**config.mk**
```make
export PLATFORM = sky130hd
export DESIGN_NAME = rtcctl_top
export DESIGN_NICKNAME = d
export VERILOG_FILES = /design/src/common/rtcctl_pkg.sv /design/src/hdl/rtcctl_top.sv
export VERILOG_INCLUDE_DIRS = /design/src /design/src/common
export SDC_FILE = /design/constraint.sdc
export NUM_CORES = 1
export LEC_CHECK = 0
export BUFFER_PORTS_ARGS = -buffer_cell sky130_fd_sc_hd__buf_4
export CORE_AREA = 2 2 131 133
export CTS_CLUSTER_DIAMETER = 50
export CTS_CLUSTER_SIZE = 16
export DETAILED_ROUTE_END_ITERATION = 8
export DIE_AREA = 0 0 133 135
export GPL_TIMING_DRIVEN = 0
export MAX_ROUTING_LAYER = met4
export PLACE_DENSITY = 0.62
export RECOVER_POWER = 25
export SETUP_SLACK_MARGIN = 0.1
export SLEW_MARGIN = 10
export SYNTH_ARGS = -nofsm -noshare
export SYNTH_HDL_FRONTEND = slang
export SYNTH_SLANG_ARGS = --single-unit
```
**constraint.sdc**
```tcl
create_clock -name clk -period 3.3 [get_ports clk]
set_clock_uncertainty 0.15 [all_clocks]
set_input_delay 0.165 -clock clk [delete_from_list [all_inputs] [get_ports clk]]
set_output_delay 0.165 -clock clk [all_outputs]
set_load 0.01 [all_outputs]
```
**src/common/rtcctl_params.svh**
```systemverilog
/*
 * Register offsets, field positions, unlock keys and timing counts
 * for the real-time clock control block. Definitions only.
 */
`ifndef RTCCTL_PARAMS_SVH
`define RTCCTL_PARAMS_SVH

`define RTCCTL_CTRL_OFS         12'h000
`define RTCCTL_TIME_OFS         12'h004
`define RTCCTL_UNLOCK_OFS       12'h008
`define RTCCTL_ENV_OFS          12'h00C
`define RTCCTL_TRIM_HI          25
`define RTCCTL_TRIM_LO          16
`define RTCCTL_ENABLE_BIT       15
`define RTCCTL_IDLE_STOP_BIT    13
`define RTCCTL_OUT_SEL_BIT      7
`define RTCCTL_RUNNING_BIT      6
`define RTCCTL_UNLOCK_BIT       3
`define RTCCTL_SYNC_BIT         2
`define RTCCTL_HALF_SEC_BIT     1
`define RTCCTL_OUT_EN_BIT       0
`define RTCCTL_CTRL_WMASK       32'h03FF_208D
`define RTCCTL_TIME_SEC_HI      14
`define RTCCTL_TIME_SEC_LO      8
`define RTCCTL_KEY1             32'h0000_AA99
`define RTCCTL_KEY2             32'h0000_5566
`define RTCCTL_TICK_HZ          32768
`define RTCCTL_CLK_HZ           250000000
`define RTCCTL_TICK_DIV         (`RTCCTL_CLK_HZ / `RTCCTL_TICK_HZ)
`define RTCCTL_TICKS_PER_HALF   (`RTCCTL_TICK_HZ / 2)
`define RTCCTL_HALVES_PER_MIN   120
`define RTCCTL_SYNC_WINDOW      32

`endif

```
**src/common/rtcctl_pkg.sv**
```systemverilog
/*
 * Types for the real-time clock control block.
 * Assumes rtcctl_params.svh for all numeric constants.
 */
package rtcctl_pkg;
    typedef enum logic [1:0] {
        RTCCTL_KEY_IDLE,
        RTCCTL_KEY_FIRST,
        RTCCTL_KEY_OPEN
    } rtcctl_key_t;
endpackage : rtcctl_pkg

```
**src/hdl/rtcctl_top.sv**
```systemverilog
/*
 * Real-time clock control and status register with a small seconds
 * timebase, signed per-minute drift trim and clock output pin.
 * Assumes an APB master on clk, a power-on reset on rst_n, and
 * system reset, CPU idle and alarm pulse arriving from the same clock.
 */
//
// Function
// - Trim is signed 10 bits; each minute it adds (positive) or removes (negative) that many timebase pulses.
// - Enable bit 15 turns the clock module on when set and off when clear.
// - Writes to the enable bit take effect only while the write-unlock bit is 1.
// - Idle-stop bit 13 halts the module while the processor idles; clear keeps it running.
// - Output select bit 7 picks the seconds clock (1) or alarm pulse (0) for the pin.
// - The pin carries the selected source only while output enable bit 0 is 1.
// - Running status bit 6 reads 1 while the clock is running and 0 when stopped.
// - The write-unlock bit can be set only after the software unlock sequence has been written.
// - Half-second flag is read-only and is cleared by any write to time register bits 14:8.
// - The control register resets only on power-on reset, not on other resets.
// - Bits 31-26, 14, 12-8 and 5-4 ignore writes and read as zero.
`timescale 1ns/100ps
`include "rtcctl_params.svh"

module rtcctl_top
    import rtcctl_pkg::*;
#(
    parameter int TICK_DIV     = `RTCCTL_TICK_DIV,
    parameter int TICKS_HALF   = `RTCCTL_TICKS_PER_HALF,
    parameter int HALVES_MIN   = `RTCCTL_HALVES_PER_MIN
) (
    input  wire logic        clk,
    input  wire logic        rst_n,
    input  wire logic        sys_rst_n,
    input  wire logic        cpu_idle,
    input  wire logic        alarm_pulse,
    input  wire logic        psel,
    input  wire logic        penable,
    input  wire logic        pwrite,
    input  wire logic [11:0] paddr,
    input  wire logic [31:0] pwdata,
    output logic      [31:0] prdata,
    output logic             pready,
    output logic             pslverr,
    output logic             clk_out_pin,
    output logic             clk_out_oe,
    output logic             rtc_running
);

    logic [9:0]  trim_q;
    logic        enable_q;
    logic        idle_stop_q;
    logic        out_sel_q;
    logic        out_en_q;
    logic        unlock_q;
    logic        half_sec_q;
    logic [6:0]  seconds_q;
    logic [31:0] time_q;
    logic [31:0] prdata_q;
    logic        pready_q;
    logic        pslverr_q;
    logic        pin_q;
    logic        oe_q;
    logic        run_q;
    logic [15:0] div_cnt_q;
    logic [15:0] tick_cnt_q;
    logic [6:0]  half_cnt_q;
    logic [9:0]  trim_left_q;
    logic        sec_level_q;
    logic        sync_q;
    logic        trim_neg_q;
    rtcctl_key_t key_q;

    logic        setup;
    logic        wr;
    logic        rd;
    logic        hit_ctrl;
    logic        hit_time;
    logic        hit_unlock;
    logic        hit_env;
    logic        run;
    logic        tick;
    logic        half_end;
    logic        minute_end;
    logic        trim_busy;
    logic        swallow;
    logic        skip;
    logic [31:0] ctrl_rd;

    // Single-cycle answer: the slave responds in the setup phase's following access cycle
    assign setup      = psel && !penable;
    assign wr         = psel && penable && pwrite;
    assign rd         = psel && penable && !pwrite;
    assign hit_ctrl   = paddr == `RTCCTL_CTRL_OFS;
    assign hit_time   = paddr == `RTCCTL_TIME_OFS;
    assign hit_unlock = paddr == `RTCCTL_UNLOCK_OFS;
    assign hit_env    = paddr == `RTCCTL_ENV_OFS;

    // Timebase runs only while enabled and not held off by idle stop
    assign run = enable_q && !(idle_stop_q && cpu_idle);

    assign tick       = run && (div_cnt_q == 16'(TICK_DIV - 1));
    assign half_end   = tick && (tick_cnt_q == 16'(TICKS_HALF - 1));
    assign minute_end = half_end && (half_cnt_q == 7'(HALVES_MIN - 1));

    // A step of two must never jump over the last count of a half second,
    // so an extra tick that would land there waits for the next half
    assign trim_busy  = trim_left_q != 10'h000;
    assign swallow    = tick && !half_end && trim_busy && trim_neg_q;
    assign skip       = tick && !half_end && trim_busy && !trim_neg_q && (tick_cnt_q < 16'(TICKS_HALF - 2));

    always_comb begin
        ctrl_rd = 32'h0000_0000;
        ctrl_rd[`RTCCTL_TRIM_HI:`RTCCTL_TRIM_LO] = trim_q;
        ctrl_rd[`RTCCTL_ENABLE_BIT]    = enable_q;
        ctrl_rd[`RTCCTL_IDLE_STOP_BIT] = idle_stop_q;
        ctrl_rd[`RTCCTL_OUT_SEL_BIT]   = out_sel_q;
        ctrl_rd[`RTCCTL_RUNNING_BIT]   = run_q;
        ctrl_rd[`RTCCTL_UNLOCK_BIT]    = unlock_q;
        ctrl_rd[`RTCCTL_SYNC_BIT]      = sync_q;
        ctrl_rd[`RTCCTL_HALF_SEC_BIT]  = half_sec_q;
        ctrl_rd[`RTCCTL_OUT_EN_BIT]    = out_en_q;
    end

    // Control fields: only power-on reset clears them, system reset is ignored
    always_ff @(posedge clk) begin
        if (!rst_n) begin
            trim_q      <= 10'h000;
            enable_q    <= 1'b0;
            idle_stop_q <= 1'b0;
            out_sel_q   <= 1'b0;
            out_en_q    <= 1'b0;
        end else if (wr && hit_ctrl) begin
            trim_q      <= pwdata[`RTCCTL_TRIM_HI:`RTCCTL_TRIM_LO];
            idle_stop_q <= pwdata[`RTCCTL_IDLE_STOP_BIT];
            out_sel_q   <= pwdata[`RTCCTL_OUT_SEL_BIT];
            out_en_q    <= pwdata[`RTCCTL_OUT_EN_BIT];
            if (unlock_q) begin
                enable_q <= pwdata[`RTCCTL_ENABLE_BIT];
            end
        end
    end

    // Unlock sequence: two key words back to back on the unlock address
    always_ff @(posedge clk) begin
        if (!rst_n) begin
            key_q <= RTCCTL_KEY_IDLE;
        end else if (wr && hit_unlock) begin
            case (key_q)
                RTCCTL_KEY_IDLE:  key_q <= (pwdata == `RTCCTL_KEY1) ? RTCCTL_KEY_FIRST : RTCCTL_KEY_IDLE;
                RTCCTL_KEY_FIRST: key_q <= (pwdata == `RTCCTL_KEY2) ? RTCCTL_KEY_OPEN : RTCCTL_KEY_IDLE;
                RTCCTL_KEY_OPEN:  key_q <= RTCCTL_KEY_OPEN;
                default:          key_q <= RTCCTL_KEY_IDLE;
            endcase
        end else if (wr) begin
            // Any other write closes the sequence so a stray pair cannot linger
            key_q <= RTCCTL_KEY_IDLE;
        end
    end

    always_ff @(posedge clk) begin
        if (!rst_n) begin
            unlock_q <= 1'b0;
        end else if (wr && hit_ctrl) begin
            if (!pwdata[`RTCCTL_UNLOCK_BIT]) begin
                unlock_q <= 1'b0;
            end else if (key_q == RTCCTL_KEY_OPEN) begin
                unlock_q <= 1'b1;
            end
        end
    end

    // Time register: seconds field kept in bits 14:8, rest is plain storage
    always_ff @(posedge clk) begin
        if (!rst_n) begin
            time_q <= 32'h0000_0000;
        end else if (wr && hit_time) begin
            time_q <= pwdata;
        end
    end

    // Seconds advance at the end of the second half of each second;
    // the bit above the field is held in time_q but never read back, so it reads as zero
    always_ff @(posedge clk) begin
        if (!rst_n) begin
            seconds_q <= 7'h00;
        end else if (wr && hit_time) begin
            seconds_q <= pwdata[`RTCCTL_TIME_SEC_HI:`RTCCTL_TIME_SEC_LO];
        end else if (half_end && half_sec_q) begin
            seconds_q <= (seconds_q == 7'h3B) ? 7'h00 : seconds_q + 7'h01;
        end
    end

    // Set on a half-second boundary, cleared by a seconds write; the write wins
    // since software explicitly realigns the second at that moment
    always_ff @(posedge clk) begin
        if (!rst_n) begin
            half_sec_q <= 1'b0;
        end else if (wr && hit_time) begin
            half_sec_q <= 1'b0;
        end else if (half_end) begin
            half_sec_q <= !half_sec_q;
        end
    end

    always_ff @(posedge clk) begin
        if (!rst_n) begin
            div_cnt_q <= 16'h0000;
        end else if (run) begin
            div_cnt_q <= tick ? 16'h0000 : div_cnt_q + 16'h0001;
        end
    end

    // Trim: positive values add extra ticks, negative values swallow ticks
    always_ff @(posedge clk) begin
        if (!rst_n) begin
            tick_cnt_q <= 16'h0000;
        end else if ((wr && hit_time) || half_end) begin
            tick_cnt_q <= 16'h0000;
        end else if (skip) begin
            tick_cnt_q <= tick_cnt_q + 16'h0002;
        end else if (tick && !swallow) begin
            tick_cnt_q <= tick_cnt_q + 16'h0001;
        end
    end

    always_ff @(posedge clk) begin
        if (!rst_n) begin
            half_cnt_q <= 7'h00;
        end else if (minute_end) begin
            half_cnt_q <= 7'h00;
        end else if (half_end) begin
            half_cnt_q <= half_cnt_q + 7'h01;
        end
    end

    // The sign is latched with the count, so rewriting the trim field in mid
    // minute cannot turn a pending correction around; a new value applies
    // from the next minute on
    always_ff @(posedge clk) begin
        if (!rst_n) begin
            trim_left_q <= 10'h000;
            trim_neg_q  <= 1'b0;
        end else if (minute_end) begin
            trim_left_q <= trim_q[9] ? 10'(-trim_q) : trim_q;
            trim_neg_q  <= trim_q[9];
        end else if (swallow || skip) begin
            trim_left_q <= trim_left_q - 10'h001;
        end
    end

    // Seconds clock level: high in the first half of each second
    always_ff @(posedge clk) begin
        if (!rst_n) begin
            sec_level_q <= 1'b0;
        end else begin
            sec_level_q <= !half_sec_q;
        end
    end

    // Sync flag warns that a rollover is close, so software can avoid a torn read
    always_ff @(posedge clk) begin
        if (!rst_n) begin
            sync_q <= 1'b0;
        end else begin
            sync_q <= run && half_sec_q && (tick_cnt_q > 16'(TICKS_HALF - `RTCCTL_SYNC_WINDOW));
        end
    end

    always_ff @(posedge clk) begin
        if (!rst_n) begin
            pin_q <= 1'b0;
        end else begin
            pin_q <= out_en_q && (out_sel_q ? sec_level_q : alarm_pulse);
        end
    end

    always_ff @(posedge clk) begin
        if (!rst_n) begin
            oe_q <= 1'b0;
        end else begin
            oe_q <= out_en_q;
        end
    end

    always_ff @(posedge clk) begin
        if (!rst_n) begin
            run_q <= 1'b0;
        end else begin
            run_q <= run;
        end
    end

    // Zero wait states: the answer is registered from the setup cycle
    always_ff @(posedge clk) begin
        if (!rst_n) begin
            pready_q <= 1'b0;
        end else begin
            pready_q <= setup;
        end
    end

    // Unmapped offsets answer with an error; a write there changes no register except the unlock sequence, which returns to idle
    always_ff @(posedge clk) begin
        if (!rst_n) begin
            pslverr_q <= 1'b0;
        end else begin
            pslverr_q <= setup && !(hit_ctrl || hit_time || hit_unlock || hit_env);
        end
    end

    // Writes answer with zero so no stale read word travels with them
    always_ff @(posedge clk) begin
        if (!rst_n) begin
            prdata_q <= 32'h0000_0000;
        end else if (setup) begin
            if (pwrite) begin
                prdata_q <= 32'h0000_0000;
            end else if (hit_ctrl) begin
                prdata_q <= ctrl_rd;
            end else if (hit_time) begin
                prdata_q <= {time_q[31:16], 1'b0, seconds_q, time_q[7:0]};
            end else if (hit_env) begin
                prdata_q <= {30'h0000_0000, !sys_rst_n, cpu_idle};
            end else begin
                prdata_q <= 32'h0000_0000;
            end
        end
    end

    assign prdata      = prdata_q;
    assign pready      = pready_q;
    assign pslverr     = pslverr_q;
    assign clk_out_pin = pin_q;
    assign clk_out_oe  = oe_q;
    assign rtc_running = run_q;

endmodule : rtcctl_top

```
### Yosys cells after proc, flatten, opt, wreduce, memory -nomap -nowiden

Cells that the tools add are included.

| storage, ports and cells | value |
|---|---|
| register bits after elaboration | 146 |
| input bits | 52 |
| output and inout port bits | 37 |
| logic and storage cells | 113 |

| cells by class | value |
|---|---|
| add/sub/neg operators | 7 |
| $lt $le $gt $ge | 2 |
| equality and inequality tests | 12 |
| mux-type cells | 21 |
| bitwise operators | 1 |
| reductions and logical operators | 47 |

Operator list:

| cell | count |
|---|---|
| $mux W32 | 3 |
| $mux W16 | 3 |
| $add A16 B1 Y16 const B | 2 |
| $eq A32 B15 Y1 const B | 1 |
| $eq A32 B16 Y1 const B | 1 |
| $mux W10 | 3 |
| $eq A12 B4 Y1 const B | 2 |
| $logic_and A1 B1 Y1 | 22 |
| $mux W7 | 3 |
| $add A16 B2 Y16 const B | 1 |
| $eq A16 B13 Y1 const B | 1 |
| $eq A16 B14 Y1 const B | 1 |
| $gt A16 B14 Y1 const B | 1 |
| $lt A16 B14 Y1 const B | 1 |
| $add A7 B1 Y7 const B | 2 |
| $eq A12 B3 Y1 const B | 1 |
| $logic_not A12 Y1 | 1 |
| $neg A10 Y10 | 1 |
| $reduce_bool A10 Y1 | 1 |
| $sub A10 B1 Y10 const B | 1 |
| $logic_not A1 Y1 | 8 |
| $mux W2 | 4 |
| $reduce_bool A2 Y1 | 4 |
| $eq A7 B6 Y1 const B | 1 |
| 11 further kinds | 21 |

### Logic depth before layout (Yosys ltp)

| depth | value |
|---|---|
| word-level depth | 13 |
| mapped depth | 10 |
| mapped depth without buffers | 9 |

### Worst setup path before layout

No wires, ideal clock.

| timing path | value |
|---|---|
| path type | flip-flop to flip-flop |
| from | register trim_left_q[0] |
| to | register tick_cnt_q[8] |
| setup time | 0.117 ns |
| arrival | 2.388 ns |
| required time | 3.033 ns |
| setup slack | 0.645 ns |
| cell stages (with the launch flop) | 11 |
| buffers on the path | 1 |
| clock period less this slack | 2.655 ns |
| path through | dfxtp_1 > inv_1 > ha_1 > or3b_2 > nor4_1 > or2_2 > buf_2 > or3b_2 > a2111oi_0 > xnor2_1 > nor2_1 |

| on the way | value |
|---|---|
| word-level cells in the longest chain between the ends | 6 |
| elaborated cells between the ends (all ways) | 9 |
| those cells by class | mux (1); reduce/logical (8) |

Ends and longest elaborated chain:

| element | line | text |
|---|---|---|
| start, declared | rtcctl_top.sv:66 | `logic [9:0] trim_left_q;` |
| start signal, assigned | rtcctl_top.sv:243 | `trim_left_q <= trim_q[9] ? 10'(-trim_q) : trim_q;` |
| start signal, assigned | rtcctl_top.sv:246 | `trim_left_q <= trim_left_q - 10'h001;` |
| $reduce_bool A10 Y1 (*) | rtcctl_top.sv:106 | `assign trim_busy = trim_left_q != 10'h000;` |
| $logic_and A1 B1 Y1 (*) | rtcctl_top.sv:107, rtcctl_top.sv:108 |  |
| $logic_and A1 B1 Y1 | rtcctl_top.sv:107 | `assign swallow = tick && !half_end && trim_busy && trim_neg_q;` |
| $logic_not A1 Y1 | rtcctl_top.sv:220 | `end else if (tick && !swallow) begin` |
| $logic_and A1 B1 Y1 | rtcctl_top.sv:220 |  |
| $reduce_bool A2 Y1 (no line) | -- |  |
| end signal, assigned | rtcctl_top.sv:219 | `tick_cnt_q <= tick_cnt_q + 16'h0002;` |
| end signal, assigned | rtcctl_top.sv:221 | `tick_cnt_q <= tick_cnt_q + 16'h0001;` |
| end, declared | rtcctl_top.sv:64 | `logic [15:0] tick_cnt_q;` |

Every way passes the cells marked *; elsewhere a longest branch is shown, timed or not.
A chain may end at the register's enable or synchronous reset.

### Worst setup path in the final report

Ends and elaborated chain as after synthesis.

==> reports/qor.csv <==
metric,value,unit
Hold WC Path Type,in -> reg,
initial antenna violation count,0,
final period utilization,88.1,%
Buf/Inv on CP,2,
Post-synth top cells,"dfxtp_1 (138), nand2_1 (130), nor2_1 (78)",
Ant. Diodes,0,
starting density of the core,37.9,%
die height,135,um
CTS Buf Count,17,
Final nets,959,
Worst-Margin Slew,1.09,ns
cell with the most instances after synthesis,dfxtp_1,
Mapped Area,6210,um^2
Via density,5.19,
die area,18000,um^2
flop2flop setup slack,0.39,ns
data required time at the worst endpoint,3.46,ns
worst reg2reg path startpoint,trim_left_q[0],
DP Area,7140,um^2
Worst Setup SP,trim_left_q[0],
Post-synth EDFFs,0,
RSZ-0062 raised after global routing,no,
crit path kind,reg -> reg,
H-tree Lvls,4,
Worst EP arrival,3.07,ns
Pre-antenna DRT Iters,5,
GR Util All Layers,20.7,%
"Distinct cells, synth",62,
reg2reg end,tick_cnt_q[8],
maximum vdd drop,0.376,mV
CTS max path bufs,2,
"CP delay by family, top",simple AND/OR/NAND/NOR gates,
max capacitance violation total,0,
I/O Buffers,87,
# fillers,1604,
multi-input logic area,3240,um^2
WP depth,10,
share of cells above drive strength 1,12.6,%
DR iter-0 viols,327,
final hold vios,0,
hold path depth,4,
top-area cell type share of the netlist area,44.5,%
worst hold slack,0.0284,ns
largest area contributor in the netlist,dfxtp_1,
Leak Pwr,0.00285,uW
placed cells,1058,
Syn Inst Count,751,
Place WS,0.0640,ns
WL per Instance,15.5,um
layout overhead on the synthesized area,29.2,%
Synthesis Warnings,0,
Final WS setup,0.392,ns
HPWL Detailed,12500,um
number of setup violations in the final report,0,
CP Capture Point,tick_cnt_q[8],
status,completed,
asr flop ratio synth,0,%
Finished Layout Cells,1131,
worst-skew pair later-pin latency,0.42,ns
Mapped Nets,812,
CTS Root Cell,clkbuf_16,
Period minus WS final,2.91,ns
largest cells by area after synthesis,"dfxtp_1 (44%), nand2_1 (7.9%), a21oi_1 (6.0%)",
slew margin rel.,27.0,%
sequential share of the synthesized area,44.5,%
Crit path top cell by count,or3b_2,
"Slowest-stage cell, CP",a2111oi_0,
pins over their slew limit,0,
largest net degree at the start of global routing,17,
Ports,89,
CTS tree,done,
GPL Wtd Cong,0.851,
Core Footprint,16400,um^2
Post-Route WL,17600,um
CP Max Fanout,7,
GRT overflow,0,
Reg2Reg Depth,10,
final setup TNS,0,ns
DR vias,5870,
clock sink count,138,
Die W,133,um
vias in the first global route,5573,
CP endpoint kind,register,
register area,2760,um^2
crit-path cells,inv_1 > ha_1 > or3b_2 > nor4_1 > or2_2 > buf_2 > or3b_2 > a2111oi_0 > xnor2_1 > nor2_1,
clock slew at reported path FFs,0.06,ns
first-pass GRT wire length,28400,um
mean post-synth cell area,8.28,um^2
# rows,47,
CP peak stage delay,0.60,ns
drt drc,0,
Max Clk Rate,0.344,GHz
crit path launch type,register,
post-route antenna net violation count,0,
Final Cell Area,8030,um^2
PwrDens,477,nW/um^2
"flops & latches, synth",138,
predominant post-synthesis flop cell,dfxtp_1,
==> registers in the layout, summed over array words and instances, names as in the netlist, 2 cells and up <==
register	flops
div_cnt_q	16
half_cnt_q	7
key_q	2
prdata	32
seconds_q	7
tick_cnt_q	16
time_q	24
trim_left_q	10
trim_q	10
==> how the worst min path moves through the flow <==
stage / startpoint / end / slack (ns)
final: paddr[2] / idle_stop_q / 0.03
after floorplan: pwdata[13] / seconds_q[5] / 0.15
after global placement: pwdata[13] / seconds_q[5] / 0.28
after detailed placement: pwdata[13] / seconds_q[5] / 0.28
after global routing: paddr[2] / out_sel_q / 0.06
after CTS: paddr[2] / out_sel_q / 0.004
==> final cells by class <==
class / count / area share, %
clock buffer: 19 / 5.64
buffer: 37 / 1.92
timing repair buffer: 128 / 11.4
inverter: 15 / 0.701
sequential: 138 / 34.4
clock inverter: 13 / 2.10
multi-input combinational: 561 / 40.4
tap: 220 / 3.43
==> through the flow <==
stage	power, uW	utilization, %
floorplan	1750	-
finish	3830	48.9
detailed placement	1840	43.5
global placement	1840	43.5
global route	3950	48.9
CTS	3860	49.7
==> repair_timing <==
| item | 4_1_cts | 5_1_grt |
|---|---|---|
| gates resized for setup | 0 | 4 |
| setup buffers | 0 | 2 |
| endpoints found under the hold margin | 53 | 0 |
| endpoints found under the setup margin | 0 | 49 |
| hold buffers | 39 | 0 |
==> layout by cell type (no fill, tap or decap), drive strengths merged, types with 3 or more instances in the layout <==
master         n
a211oi         5
a21oi         75
a22oi         33
a31oi          6
and2           5
and3          10
buf           56
bufinv         3
clkbuf        89
clkinv         5
clkinvlp       4
dfxtp        138
dlygate4sd3   39
ha             9
inv           16
mux2i          7
nand2        131
nand2b         5
nand3         19
nand4         18
nand4b         3
nor2          78
nor2b          5
nor3          15
nor4          17
nor4b          3
o21ai         26
or3            9
or4            7
xnor2         26
xor2          22
==> report_power, final <==
group	switching [uW]	internal (uW)	leakage (uW)
combinational	88.1	81.5	0.00144
sequential	0.650	1670	0.00111
clock	760	1230	0.000292
==> per-layer routing <==
| metal | share of wire, % | GRT usage, % | vias up |
|---|---|---|---|
| met4 | 1.5 | 6.75 | 0 |
| li1 | - | - | 2946 |
| met1 | 48 | 26.6 | 2772 |
| met2 | 46 | 32.5 | 133 |
| met3 | 4.3 | 4.43 | 19 |
| met5 | 0 | - | - |
==> cells by family after synthesis <==
logic type	count (synthesis)	share of synthesized area, %
buffers and inverters	52	3.48
AND/OR/NAND/NOR	337	26.7
multiplexers	9	1.49
AO/OA/AOI/OAI	158	15.3
flip-flops	138	44.5
XOR/XNOR	48	6.76
adder cells (fa/ha/maj)	9	1.81
==> tightest hold or removal path: stages <==
cell     delay (ns)
buf_4          0.12
nor4_1         0.12
nand2_1        0.09
a21oi_1        0.05
Note: power is estimated with default switching activity, not from simulation.
